### src/include/mcx_params.svh
`ifndef MCX_PARAMS_SVH
`define MCX_PARAMS_SVH

// ----------------------------------------------------------------
// reset values and fixed data-space addresses
// ----------------------------------------------------------------
`define MCX_RST_PC      12'h000
`define MCX_RST_BYTE    8'h00
`define MCX_ADDR_PTR_X  8'h80
`define MCX_ADDR_PTR_Y  8'h81
`define MCX_STACK_DEPTH 6

// ----------------------------------------------------------------
// opcode classes, held in opcode bits [3:0]
// ----------------------------------------------------------------
`define MCX_CLS_CALL 4'h1
`define MCX_CLS_JUMP 4'h9
`define MCX_CLS_BTB  4'h3
`define MCX_CLS_BSR  4'hb
`define MCX_CLS_ACC  4'h5
`define MCX_CLS_DIR  4'hd
`define MCX_CLS_INDX 4'h7
`define MCX_CLS_INDY 4'hf

// ----------------------------------------------------------------
// opcode field positions
// ----------------------------------------------------------------
`define MCX_FN_LSB   4
`define MCX_BIT_LSB  5
`define MCX_POL_POS  4
`define MCX_BACK_POS 3
`define MCX_RPOL_POS 2
`define MCX_RFLG_POS 1

// ----------------------------------------------------------------
// cycle counts and instruction lengths
// ----------------------------------------------------------------
`define MCX_CYC_SHORT 3'h2
`define MCX_CYC_STD   3'h4
`define MCX_CYC_BTB   3'h5
`define MCX_NB_ONE    12'h001
`define MCX_NB_TWO    12'h002
`define MCX_NB_THREE  12'h003

`endif

### src/include/mcx_pkg.sv
package mcx_pkg;

  typedef enum logic [2:0] {
    mcx_st_run  = 3'b001,
    mcx_st_wait = 3'b010,
    mcx_st_stop = 3'b100
  } mcx_state_t;

  typedef enum logic [3:0] {
    mcx_fn_add  = 4'h0,
    mcx_fn_and  = 4'h1,
    mcx_fn_cp   = 4'h2,
    mcx_fn_sub  = 4'h3,
    mcx_fn_inc  = 4'h4,
    mcx_fn_dec  = 4'h5,
    mcx_fn_clr  = 4'h6,
    mcx_fn_com  = 4'h7,
    mcx_fn_rlc  = 4'h8,
    mcx_fn_sla  = 4'h9,
    mcx_fn_nop  = 4'ha,
    mcx_fn_ret  = 4'hb,
    mcx_fn_return_from_interrupt = 4'hc,
    mcx_fn_stop = 4'hd,
    mcx_fn_wait = 4'he,
    mcx_fn_nop2 = 4'hf
  } mcx_func_t;

endpackage

### src/include/mcx_alu_if.sv
`timescale 1ns/1ps
interface mcx_alu_if;
  mcx_pkg::mcx_func_t func;
  logic [7:0]         a;
  logic [7:0]         b;
  logic               cin;
  logic [7:0]         res;
  logic               z;
  logic               c;

  modport core (output func, output a, output b, output cin,
                input res, input z, input c);
  modport alu  (input func, input a, input b, input cin,
                output res, output z, output c);
endinterface

### src/verilog/mcx_alu.sv
`timescale 1ns/1ps
module mcx_alu (
  mcx_alu_if.alu bus
);

  // ----------------------------------------------------------------
  // combinational datapath; a is always the accumulator
  // ----------------------------------------------------------------
  always_comb begin
    logic [8:0] sum;
    sum     = 9'h000;
    bus.res = bus.a;
    bus.c   = bus.cin;
    case (bus.func)
      mcx_pkg::mcx_fn_add: begin
        sum     = {1'b0, bus.a} + {1'b0, bus.b};
        bus.res = sum[7:0];
        bus.c   = sum[8];
      end
      mcx_pkg::mcx_fn_and: begin
        bus.res = bus.a & bus.b;
        bus.c   = 1'b0;
      end
      mcx_pkg::mcx_fn_cp, mcx_pkg::mcx_fn_sub: begin
        // carry is the borrow: set when a is below b
        sum     = {1'b0, bus.a} - {1'b0, bus.b};
        bus.res = sum[7:0];
        bus.c   = sum[8];
      end
      mcx_pkg::mcx_fn_inc: bus.res = bus.b + 8'h01;
      mcx_pkg::mcx_fn_dec: bus.res = bus.b - 8'h01;
      mcx_pkg::mcx_fn_clr: begin
        bus.res = 8'h00;
        bus.c   = 1'b0;
      end
      mcx_pkg::mcx_fn_com: begin
        bus.res = ~bus.a;
        bus.c   = bus.a[7];
      end
      mcx_pkg::mcx_fn_rlc: {bus.c, bus.res} = {bus.a, bus.cin};
      mcx_pkg::mcx_fn_sla: {bus.c, bus.res} = {bus.a, 1'b0};
      default:             bus.res = bus.a;
    endcase
    bus.z = (bus.res == 8'h00);
  end

endmodule

### src/verilog/mcx_core.sv
`timescale 1ns/1ps
`include "mcx_params.svh"
module mcx_core #(
  parameter int STACK_DEPTH = `MCX_STACK_DEPTH
) (
  input  wire logic        clk_sys,
  input  wire logic        resetn,
  output logic [11:0]      pm_addr,
  input  wire logic [7:0]  pm_rdata,
  output logic [7:0]       ds_addr,
  input  wire logic [7:0]  ds_rdata,
  output logic [7:0]       ds_wdata,
  output logic             ds_we,
  input  wire logic        irq_req,
  input  wire logic [11:0] irq_vec,
  input  wire logic        wdog_sel,
  output logic [7:0]       acc,
  output logic             flag_z,
  output logic             flag_c,
  output logic             wait_mode,
  output logic             stop_mode,
  output logic             instr_done
);

  if (STACK_DEPTH < 2 || STACK_DEPTH > 8) begin : g_bad_depth
    $error("mcx_core: STACK_DEPTH must lie in 2..8");
  end

  // ----------------------------------------------------------------
  // state
  // ----------------------------------------------------------------
  mcx_pkg::mcx_state_t state_q, state_d;
  logic [2:0]  step_q, step_d;
  logic [11:0] pc_q, pc_d, pm_addr_q, pm_addr_d;
  logic [7:0]  op_q, b2_q, opnd_q, ee_q, acc_q, acc_d;
  logic [7:0]  ds_addr_q, ds_addr_d, ds_wdata_q;
  logic        bit_q, ds_we_q, done_q;
  logic        z_q, c_q, z_d, c_d, zs_q, cs_q, in_irq_q;
  logic [2:0]  sp_q, sp_d;
  logic [11:0] stk_q [STACK_DEPTH];

  mcx_alu_if alu_bus ();

  // ----------------------------------------------------------------
  // decode; the opcode is live on pm_rdata during step 0
  // ----------------------------------------------------------------
  wire       running = (state_q == mcx_pkg::mcx_st_run);
  wire       halted  = ~running;
  wire       st0     = running & (step_q == 3'h0);
  wire       st1     = running & (step_q == 3'h1);
  wire       st2     = running & (step_q == 3'h2);
  wire [7:0] op_w    = (step_q == 3'h0) ? pm_rdata : op_q;
  wire [3:0] cls_w   = op_w[3:0];
  wire [3:0] fnr_w   = op_w[`MCX_FN_LSB +: 4];
  wire [2:0] bnum_w  = op_w[`MCX_BIT_LSB +: 3];
  mcx_pkg::mcx_func_t fn_w;
  assign fn_w = mcx_pkg::mcx_func_t'(fnr_w);

  wire is_rel  = ~op_w[0];
  wire is_call = (cls_w == `MCX_CLS_CALL);
  wire is_jump = (cls_w == `MCX_CLS_JUMP);
  wire is_btb  = (cls_w == `MCX_CLS_BTB);
  wire is_bsr  = (cls_w == `MCX_CLS_BSR);
  wire is_acc  = (cls_w == `MCX_CLS_ACC);
  wire is_ptr  = (cls_w == `MCX_CLS_INDX) | (cls_w == `MCX_CLS_INDY);
  wire is_dir  = (cls_w == `MCX_CLS_DIR);
  wire is_mem  = is_dir | is_ptr;

  wire fn_two  = (fnr_w <= mcx_pkg::mcx_fn_sub);
  wire fn_cp   = (fn_w == mcx_pkg::mcx_fn_cp);
  wire fn_step = (fn_w == mcx_pkg::mcx_fn_inc) |
                 (fn_w == mcx_pkg::mcx_fn_dec);
  wire fn_clr  = (fn_w == mcx_pkg::mcx_fn_clr);
  wire fn_rot  = (fnr_w >= mcx_pkg::mcx_fn_com) &
                 (fnr_w <= mcx_pkg::mcx_fn_sla);
  wire fn_alu  = (fnr_w <= mcx_pkg::mcx_fn_sla);
  wire is_ctl  = is_acc & ~fn_alu;
  wire is_return_from_interrupt = is_ctl & (fn_w == mcx_pkg::mcx_fn_return_from_interrupt);
  wire is_ret  = is_return_from_interrupt | (is_ctl & (fn_w == mcx_pkg::mcx_fn_ret));

  // ----------------------------------------------------------------
  // length in cycles and in bytes
  // ----------------------------------------------------------------
  wire [2:0] len_w = (is_rel | is_ctl) ? `MCX_CYC_SHORT :
                     is_btb ? `MCX_CYC_BTB :
                     `MCX_CYC_STD;
  wire last_w = running & (step_q == len_w - 3'h1);
  wire [11:0] size_w = is_btb ? `MCX_NB_THREE :
                       (is_call | is_jump | is_bsr | is_dir |
                        (is_acc & fn_two)) ? `MCX_NB_TWO :
                       `MCX_NB_ONE;
  wire [11:0] seq_w = pc_q + size_w;

  // ----------------------------------------------------------------
  // branch targets
  // ----------------------------------------------------------------
  wire rel_flag = op_w[`MCX_RFLG_POS] ? c_q : z_q;
  wire rel_take = (rel_flag == op_w[`MCX_RPOL_POS]);
  wire [11:0] span_w  = {8'h00, fnr_w};
  wire [11:0] rel_tgt = op_w[`MCX_BACK_POS] ? pc_q - span_w
                        : pc_q + `MCX_NB_ONE + span_w;
  wire btb_take = (bit_q == op_w[`MCX_POL_POS]);
  wire [11:0] btb_tgt = pc_q + `MCX_NB_TWO
                        + {{4{ee_q[7]}}, ee_q};
  wire [11:0] ext_tgt = {fnr_w, b2_q};
  wire [2:0] top_idx = (sp_q == 3'h0) ? 3'(STACK_DEPTH - 1)
                       : sp_q - 3'h1;
  wire [11:0] stk_top = stk_q[top_idx];

  wire [11:0] npc_w = is_rel ? (rel_take ? rel_tgt : seq_w) :
                      (is_call | is_jump) ? ext_tgt :
                      is_btb ? (btb_take ? btb_tgt : seq_w) :
                      is_ret ? stk_top : seq_w;

  // ----------------------------------------------------------------
  // interrupt entry, at an instruction boundary or from a halt
  // ----------------------------------------------------------------
  // call and return are skipped so that two stack moves never meet
  wire take_irq = irq_req & ~in_irq_q &
                  (halted | (last_w & ~is_call & ~is_ret));
  wire [11:0] pc_next = take_irq ? irq_vec : npc_w;
  wire push_w = take_irq | (last_w & is_call);
  wire pop_w  = last_w & is_ret;
  wire [11:0] push_val = ~take_irq ? seq_w : halted ? pc_q : npc_w;

  // ----------------------------------------------------------------
  // alu operands and write-back selection
  // ----------------------------------------------------------------
  assign alu_bus.func = fn_w;
  assign alu_bus.a    = acc_q;
  assign alu_bus.b    = (is_acc & ~fn_two) ? acc_q : opnd_q;
  assign alu_bus.cin  = c_q;

  mcx_alu u_alu (
    .bus (alu_bus)
  );

  wire fn_accres = fn_two & ~fn_cp;
  // on a memory operand the accumulator-only ops do nothing
  wire acc_wr = last_w & ((is_acc & fn_alu & ~fn_cp) |
                          (is_mem & fn_accres));
  wire mem_wr = last_w & ((is_mem & (fn_step | fn_clr)) |
                          is_bsr);
  wire z_upd  = last_w & ((is_acc & fn_alu) |
                          (is_mem & (fn_two | fn_step)));
  wire c_upd  = last_w & ((is_acc & (fn_two | fn_clr | fn_rot)) |
                          (is_mem & fn_two));
  wire [7:0] bmask   = 8'h01 << bnum_w;
  wire [7:0] bsr_val = op_w[`MCX_POL_POS] ? (opnd_q | bmask)
                       : (opnd_q & ~bmask);

  assign acc_d = acc_wr ? alu_bus.res : acc_q;
  assign z_d   = (last_w & is_return_from_interrupt) ? zs_q :
                 z_upd ? alu_bus.z : z_q;
  assign c_d   = (last_w & is_return_from_interrupt) ? cs_q :
                 (last_w & is_btb) ? bit_q :
                 c_upd ? alu_bus.c : c_q;

  // ----------------------------------------------------------------
  // sequencing and memory addresses
  // ----------------------------------------------------------------
  assign step_d = (halted | last_w) ? 3'h0 : step_q + 3'h1;
  assign pc_d   = (take_irq | last_w) ? pc_next : pc_q;
  assign sp_d   = push_w ? ((sp_q == 3'(STACK_DEPTH - 1)) ? 3'h0
                            : sp_q + 3'h1) :
                  pop_w ? top_idx : sp_q;

  assign pm_addr_d = (take_irq | last_w) ? pc_next :
                     st0 ? pc_q + `MCX_NB_ONE :
                     st1 ? pc_q + `MCX_NB_TWO : pm_addr_q;

  assign ds_addr_d =
    (st0 & (cls_w == `MCX_CLS_INDX)) ? `MCX_ADDR_PTR_X :
    (st0 & (cls_w == `MCX_CLS_INDY)) ? `MCX_ADDR_PTR_Y :
    (st1 & (is_dir | is_bsr | is_btb)) ? pm_rdata :
    (st1 & is_ptr) ? ds_rdata : ds_addr_q;

  always_comb begin
    state_d = state_q;
    case (state_q)
      mcx_pkg::mcx_st_run: begin
        if (last_w && !take_irq && is_ctl) begin
          if (fn_w == mcx_pkg::mcx_fn_wait) begin
            state_d = mcx_pkg::mcx_st_wait;
          end else if (fn_w == mcx_pkg::mcx_fn_stop) begin
            state_d = wdog_sel ? mcx_pkg::mcx_st_wait
                      : mcx_pkg::mcx_st_stop;
          end
        end
      end
      mcx_pkg::mcx_st_wait, mcx_pkg::mcx_st_stop: begin
        if (irq_req) begin
          state_d = mcx_pkg::mcx_st_run;
        end
      end
      default: state_d = mcx_pkg::mcx_st_run;
    endcase
  end

  // ----------------------------------------------------------------
  // registers
  // ----------------------------------------------------------------
  always_ff @(posedge clk_sys or negedge resetn) begin
    if (!resetn) begin
      state_q   <= mcx_pkg::mcx_st_run;
      step_q    <= 3'h0;
      pc_q      <= `MCX_RST_PC;
      pm_addr_q <= `MCX_RST_PC;
      ds_addr_q <= `MCX_RST_BYTE;
      sp_q      <= 3'h0;
      done_q    <= 1'b0;
    end else begin
      state_q   <= state_d;
      step_q    <= step_d;
      pc_q      <= pc_d;
      pm_addr_q <= pm_addr_d;
      ds_addr_q <= ds_addr_d;
      sp_q      <= sp_d;
      done_q    <= last_w;
    end
  end

  always_ff @(posedge clk_sys or negedge resetn) begin
    if (!resetn) begin
      op_q   <= `MCX_RST_BYTE;
      b2_q   <= `MCX_RST_BYTE;
      opnd_q <= `MCX_RST_BYTE;
      ee_q   <= `MCX_RST_BYTE;
      bit_q  <= 1'b0;
    end else begin
      if (st0) op_q <= pm_rdata;
      if (st1) b2_q <= pm_rdata;
      if (st2) begin
        opnd_q <= is_acc ? b2_q : ds_rdata;
        ee_q   <= pm_rdata;
        bit_q  <= ds_rdata[bnum_w];
      end
    end
  end

  always_ff @(posedge clk_sys or negedge resetn) begin
    if (!resetn) begin
      acc_q      <= `MCX_RST_BYTE;
      z_q        <= 1'b0;
      c_q        <= 1'b0;
      zs_q       <= 1'b0;
      cs_q       <= 1'b0;
      in_irq_q   <= 1'b0;
      ds_we_q    <= 1'b0;
      ds_wdata_q <= `MCX_RST_BYTE;
    end else begin
      acc_q   <= acc_d;
      z_q     <= z_d;
      c_q     <= c_d;
      ds_we_q <= mem_wr;
      if (mem_wr) ds_wdata_q <= is_bsr ? bsr_val : alu_bus.res;
      if (take_irq) begin
        zs_q     <= z_d;
        cs_q     <= c_d;
        in_irq_q <= 1'b1;
      end else if (last_w && is_return_from_interrupt) begin
        in_irq_q <= 1'b0;
      end
    end
  end

  // return-address cells, one flop group per entry
  for (genvar i = 0; i < STACK_DEPTH; i++) begin : g_stk
    always_ff @(posedge clk_sys or negedge resetn) begin
      if (!resetn) begin
        stk_q[i] <= `MCX_RST_PC;
      end else if (push_w && sp_q == 3'(i)) begin
        stk_q[i] <= push_val;
      end
    end
  end

  assign pm_addr    = pm_addr_q;
  assign ds_addr    = ds_addr_q;
  assign ds_wdata   = ds_wdata_q;
  assign ds_we      = ds_we_q;
  assign acc        = acc_q;
  assign flag_z     = z_q;
  assign flag_c     = c_q;
  assign wait_mode  = (state_q == mcx_pkg::mcx_st_wait);
  assign stop_mode  = (state_q == mcx_pkg::mcx_st_stop);
  assign instr_done = done_q;

endmodule

### config.mk
export PLATFORM = sky130hd
export DESIGN_NAME = mcx_core
export DESIGN_NICKNAME = d
export VERILOG_FILES = /design/src/include/mcx_pkg.sv /design/src/include/mcx_alu_if.sv /design/src/verilog/mcx_alu.sv /design/src/verilog/mcx_core.sv
export VERILOG_INCLUDE_DIRS = /design/src /design/src/include
export SDC_FILE = /design/constraint.sdc
export NUM_CORES = 1
export LEC_CHECK = 0
export BUFFER_PORTS_ARGS = -buffer_cell sky130_fd_sc_hd__buf_2
export CAP_MARGIN = 15
export CORE_MARGIN = 2
export CORE_UTILIZATION = 30
export CTS_BUF_LIST = sky130_fd_sc_hd__clkbuf_4
export DETAILED_ROUTE_END_ITERATION = 8
export PLACE_DENSITY = 0.41
export RECOVER_POWER = 25
export REMOVE_ABC_BUFFERS = 1
export SYNTH_ARGS = -nofsm -noshare
export SYNTH_HDL_FRONTEND = slang
export SYNTH_SLANG_ARGS = --single-unit
### constraint.sdc
create_clock -name clk_sys -period 7.2 [get_ports clk_sys]
set_clock_uncertainty 0.2 [all_clocks]
set_input_delay 1.44 -clock clk_sys [delete_from_list [all_inputs] [get_ports clk_sys]]
set_output_delay 1.44 -clock clk_sys [all_outputs]
set_load 0.01 [all_outputs]
==> results of run 1 <==
-- per-stage QoR --
step                hold WS, ns  power, mW  setup WS [ns]
floorplan                 0.243       5.21           1.24
global placement          0.259       7.18          0.991
detailed placement        0.266       7.16          0.958
CTS                       0.301       7.84           1.15
global route              0.326       8.45          0.472
finish                    0.295       7.84           1.07
-- cells in the final DEF (no fill, tap or decap), types with 7 or more instances in the layout --
cell and instances:
buf_2 72, inv_1 33, nor2b_1 15, o21ai_1 11, and3_1 9, mux2_2 42
o31ai_1 24, o221ai_1 11, o22ai_1 10, clkbuf_4 17, o21ai_0 128, dfrtp_1 168
o211ai_1 17, ha_1 54, o311ai_0 8, a21o_1 23, nand2b_1 9, nand3_1 32
nor3_1 38, a211oi_1 17, mux2i_1 41, fa_1 7, nor2_1 96, or3_1 13
xnor2_1 40, buf_4 32, a31oi_1 16, a22oi_1 8, mux4_2 13, nand2_1 213
xor2_1 26, nand4_1 8, a2111oi_0 7, a21oi_1 91
-- flip-flops by register name, indices dropped and copies added (netlist names), 8 cells and up --
signal and flops:
stk_q 72, pc_q 12, op_q 8, ds_wdata 8, ee_q 8, ds_addr 8, opnd_q 8, b2_q 8
acc 8, pm_addr 12
-- how the worst max path moves through the flow --
stage / to / cells past startpoint
finish: flag_z$_DFF_PN0_ / 18
global route: pc_q[1]$_DFFE_PN0P_ / 2
CTS: flag_z$_DFF_PN0_ / 18
global placement: flag_z$_DFF_PN0_ / 15
detailed placement: zs_q$_DFFE_PN0P_ / 16
floorplan: flag_z$_DFF_PN0_ / 15
-- kinds of logic after synthesis --
group | Yosys count | synth area share [%]
XOR/XNOR | 66 | 4.59
flip-flops | 169 | 33.6
AO/OA/AOI/OAI | 463 | 24.2
multiplexers | 99 | 9.71
adder cells (fa/ha/maj) | 61 | 6.47
buffers and inverters | 124 | 3.95
AND/OR/NAND/NOR | 478 | 17.5
-- cell usage after synthesis, types with 23 or more instances --
library cell	n
mux2i_1	41
nand2_1	213
nor3_1	38
xor2_1	26
ha_1	54
xnor2_1	40
nand3_1	32
a21oi_1	91
a21o_1	23
o21ai_0	129
mux2_2	42
inv_1	33
nor2_1	97
clkbuf_1	63
dfrtp_1	168
o31ai_1	24
-- metal layers --
layer	routed length, um	track usage [%]	vias up
met1	22700	31.3	5658
met3	1980	3.14	77
li1	-	-	5462
met2	21900	35.2	346
met4	1790	8.47	0
met5	0	0	-
-- critical path, stage by stage, from the launching register on --
cell      delay, ns
dfrtp_1        0.50
inv_1          0.09
ha_1           0.35
nand2b_2       0.56
mux2_2         0.62
inv_1          0.19
buf_4          0.22
nand2_1        0.20
nor2_1         0.62
ha_1           0.40
a21o_1         0.18
a21oi_1        0.20
xor2_1         0.26
o22ai_1        0.15
o32ai_1        0.23
nand3_1        0.11
or4_1          0.44
o41a_1         0.35
a21oi_1        0.15
-- area by class of cell --
| type | count | area share (%) |
|---|---|---|
| repair buffers | 107 | 4.49 |
| clock inverters | 15 | 1.42 |
| flip-flops and latches | 169 | 30.5 |
| multi-input cells | 1167 | 56.8 |
| diodes | 3 | 0.0541 |
| clock buffers | 17 | 0.919 |
| well taps | 539 | 4.86 |
| inverters | 37 | 1.00 |
-- power by group --
group | leakage, nW | switching, mW | total, mW | internal, mW
registers | 2.17 | 0.532 | 1.86 | 1.33
logic | 3.50 | 3.33 | 5.35 | 2.01
clock network | 0.174 | 0.434 | 0.633 | 0.199
==> reports/results.ini, run 1 <==
[layout]
finalNonFillerCells = 2054
multi_input_area_um2 = 7890
seq_area_um2 = 4230
fill_cells = 4481
drive_above_1_share_pct = 15.3
utilization_pct = 33.3
nets = 1592
syn_to_final_growth_pct = 10.2
final_area_um2 = 13900

[synthesis]
async_reset_ff_share_pct = 100
synth_top_cell_area_share_pct = 33.3
synth_top_area_cell = dfrtp_1
yosys_warnings = 0
synth_edf_count = 0
avgSynthCellArea_um2 = 8.63
yosys-top-cells-area = dfrtp_1, nand2_1, ha_1
synth_seq_area_share_pct = 33.6
synth-seq-cells = 169
syn_inst = 1460
synth.cell_area_um2 = 12600
synth.distinct_cells = 97
synth_ff_type = dfrtp_1

[floorplan]
pin_count = 74
die_x_um = 209
die-area_um2 = 43700
rows = 75
die_h_um = 209
core_area_um2 = 41700
initial_core_util_pct = 30.3

[global_route]
grt_pass1_wl_um = 74000
grt_use_total_pct = 22.4
grt_max_degree = 68
antenna_found_initial = 3
grt_overflow = 0
grt_pass1_vias = 11319

[worst_setup_path]
reg2reg_depth = 18
rrSetupSlack_ns = 1.07
reg2reg_from = step_q[0]$_DFF_PN0_
startpoint = step_q[0]$_DFF_PN0_
worst-endpoint-arrival_ns = 6.53
crit_fanout = 23
cp-end-kind = flop
r2r_end = flag_z$_DFF_PN0_
cp-start-kind = flop
required_ns = 7.60
worstSetupPathType = flop to flop

[pwr]
cellLeakagePower_nw = 5.84
power.density_nw_per_um2 = 565
vdd_drop_max_mv = 0.167

[detailed_routing]
wl_um = 48400
viasPerCell = 5.62
avgRoutedWirePerCell_um = 23.6
dr.pass1.iters = 5
drt-initial-drc-count = 978
postRouteAntennaNets = 0
drc = 0
vias = 11543

[clocking]
clock-sinks = 169
cts_tree = built
numCtsBuffers = 17
clkLatencyLatePin_ns = 0.68
post-cts-setup-buffer-count = 0
post_cts_resized = 0
cts-root-buf = clkbuf_4
clk_pin_slew_ns = 0.18
cts-hold-fix-buffers = 0
clock_tree.buffer_depth = 2
cts_max_level = 4

[placed_design]
gp_congestion = 0.883
hpwlAfterDp_um = 36200
placed_cell_area_um2 = 13500
io_buffer_count = 73
dpl.cell_count = 2018

[job]
maxCapViolCount = 2

[sta]
relSlewSlack_pct = -105
drv_slew = 106
period_share_pct = 85.2
final.setup.tns_ns = 0
rsz0062_at_grt = false
tightest_slew_ns = 3.08
setup_viol = 0
period_needed_ns = 6.13
hold_violations = 0
fmax_ghz = 0.163

[min_path]
hold_end = stk_q[30]$_DFFE_PN0P_
worstHoldPathCells = 2
hp-class = flop to flop
min_from = stk_q[30]$_DFFE_PN0P_

[status]
violations = capacitance limit, slew limit
status = finished with violations

(Power assumes the default switching activity.)
==> inputs of run 2 (changes only) <==
- GPL_TIMING_DRIVEN: default -> 0
- MAX_ROUTING_LAYER: default -> met4
==> reports/results.ini, run 2 (same netlist as run 1, synthesis figures left out) <==
[layout]
utilization_pct = 33.3
syn_to_final_growth_pct = 9.98
nets = 1576
regMostFlops = stk_q
final_cell_mix = nand2_1, dfrtp_1, o21ai_0, nor2_1, a21oi_1
fill_cells = 4456
drive_above_1_share_pct = 14.8
largest_reg_flops = 72
layout_commonest_cell = nand2_1
final_area_um2 = 13900

[detailed_routing]
avgRoutedWirePerCell_um = 23.3
drc = 0
dr.pass1.iters = 8
vias = 11579
viasPerCell = 5.68
wl_um = 47600
postRouteAntennaNets = 0
drt-initial-drc-count = 1011

[pwr]
total_power_mw = 7.74
vdd_drop_max_mv = 0.197
cellLeakagePower_nw = 5.80
power.density_nw_per_um2 = 558

[worst_setup_path]
cp-end-kind = flop
worstSetupPathType = flop to flop
crit_fanout = 23
reg2reg_depth = 16
startpoint = step_q[1]$_DFF_PN0_
reg2reg_from = step_q[1]$_DFF_PN0_
required_ns = 7.59
rrSetupSlack_ns = 0.62
endpoint = zs_q$_DFFE_PN0P_
cp-start-kind = flop
worst-endpoint-arrival_ns = 6.98
r2r_end = zs_q$_DFFE_PN0P_

[sta]
rsz0062_at_grt = false
relSlewSlack_pct = -245
setup_viol = 0
final.setup.tns_ns = 0
hold_violations = 0
tightest_slew_ns = 5.17
drv_slew = 108
fmax_ghz = 0.152
whs_ns = 0.296
period_needed_ns = 6.58
period_share_pct = 91.4

[floorplan]
core_area_um2 = 41700
die_x_um = 209
die_h_um = 209
rows = 75
die-area_um2 = 43700
initial_core_util_pct = 30.3
pin_count = 74

[placed_design]
placed_cell_area_um2 = 13600
io_buffer_count = 73
hpwlAfterDp_um = 35800
gp_congestion = 0.919

[global_route]
antenna_found_initial = 1
grt_pass1_vias = 11345
grt_max_degree = 108
grt_overflow = 0
grt_pass1_wl_um = 72700
grt_use_total_pct = 22.8

[clocking]
post_cts_resized = 0
clkLatencyLatePin_ns = 0.69
cts_tree = built
clock-sinks = 169
cts-root-buf = clkbuf_4
post-cts-setup-buffer-count = 0
numCtsBuffers = 17
clock_tree.buffer_depth = 2
cts-hold-fix-buffers = 0
clk_pin_slew_ns = 0.16
cts_max_level = 4

[job]
maxCapViolCount = 1

[status]
status = finished with violations
violations = capacitance limit, slew limit

[min_path]
hp-class = flop to flop

## run 2: cell count changes in the layout (fill, tap and decap cells not counted), moves of 3 or more
cell     delta
o21ai_2     +3
buf_8       +5
buf_6       +3
inv_8       -4
buf_4      -25
o21ai_1     -3
## run 2: worst min-delay path by stage
stage / endpoint / slack, ns / cells past startpoint / start
after global routing: ds_addr[3]$_DFFE_PN0P_ / 0.32 / 2 / ds_addr[3]$_DFFE_PN0P_
final: stk_q[19]$_DFFE_PN0P_ / 0.30 / 2 / stk_q[19]$_DFFE_PN0P_
after detailed placement: stk_q[31]$_DFFE_PN0P_ / 0.27 / 2 / stk_q[31]$_DFFE_PN0P_
after floorplan: stk_q[31]$_DFFE_PN0P_ / 0.24 / 2 / stk_q[31]$_DFFE_PN0P_
after CTS: stk_q[25]$_DFFE_PN0P_ / 0.30 / 2 / stk_q[25]$_DFFE_PN0P_
after global placement: stk_q[63]$_DFFE_PN0P_ / 0.26 / 2 / stk_q[63]$_DFFE_PN0P_
## run 2: per-layer routing
metal,vias to the layer above,global-route usage (%),routed length [um]
li1,5427,-,-
met1,5735,30.0,21500
met2,336,35.5,22100
met3,81,3.43,2460
met4,0,8.57,1490
met5,-,-,0
## run 2: report_power, final
part	total, mW	switching [mW]	internal (mW)
clock network	0.595	0.411	0.185
registers	1.87	0.539	1.33
logic	5.27	3.31	1.96
total	7.74	4.26	3.48
## run 2: critical path, cell delays in order (launching register included)
cell	delay [ns]
dfrtp_1	0.50
inv_1	0.12
ha_1	0.32
nand2b_2	0.53
mux2_2	0.62
inv_1	0.56
nand2_1	0.36
nor2_1	0.69
ha_1	0.40
xor2_1	0.18
a21oi_1	0.15
o22ai_1	0.11
o32ai_1	0.54
nand3_1	0.21
or4_1	0.46
o41a_1	0.37
o21ai_1	0.15
## run 2: final cells by class
cell class                      instances  area, um2  share of cell area (%)
Multi-Input combinational cell       1167       7920                    57.1
Sequential cell                       169       4230                    30.5
Antenna cell                            2       5.00                  0.0361
Clock inverter                         15        163                    1.17
Timing Repair Buffer                   91        604                    4.36
Inverter                               37        139                    1.00
Tap cell                              539        674                    4.86
Clock buffer                           17        128                   0.921
## run 2: through the flow
step	setup WS, ns	instances
2_1_floorplan	1.24	1373
3_3_place_gp	-0.707	1985
3_5_place_dp	0.493	2002
4_1_cts	0.668	2034
5_1_grt	0.299	2036
6_report	0.617	2037
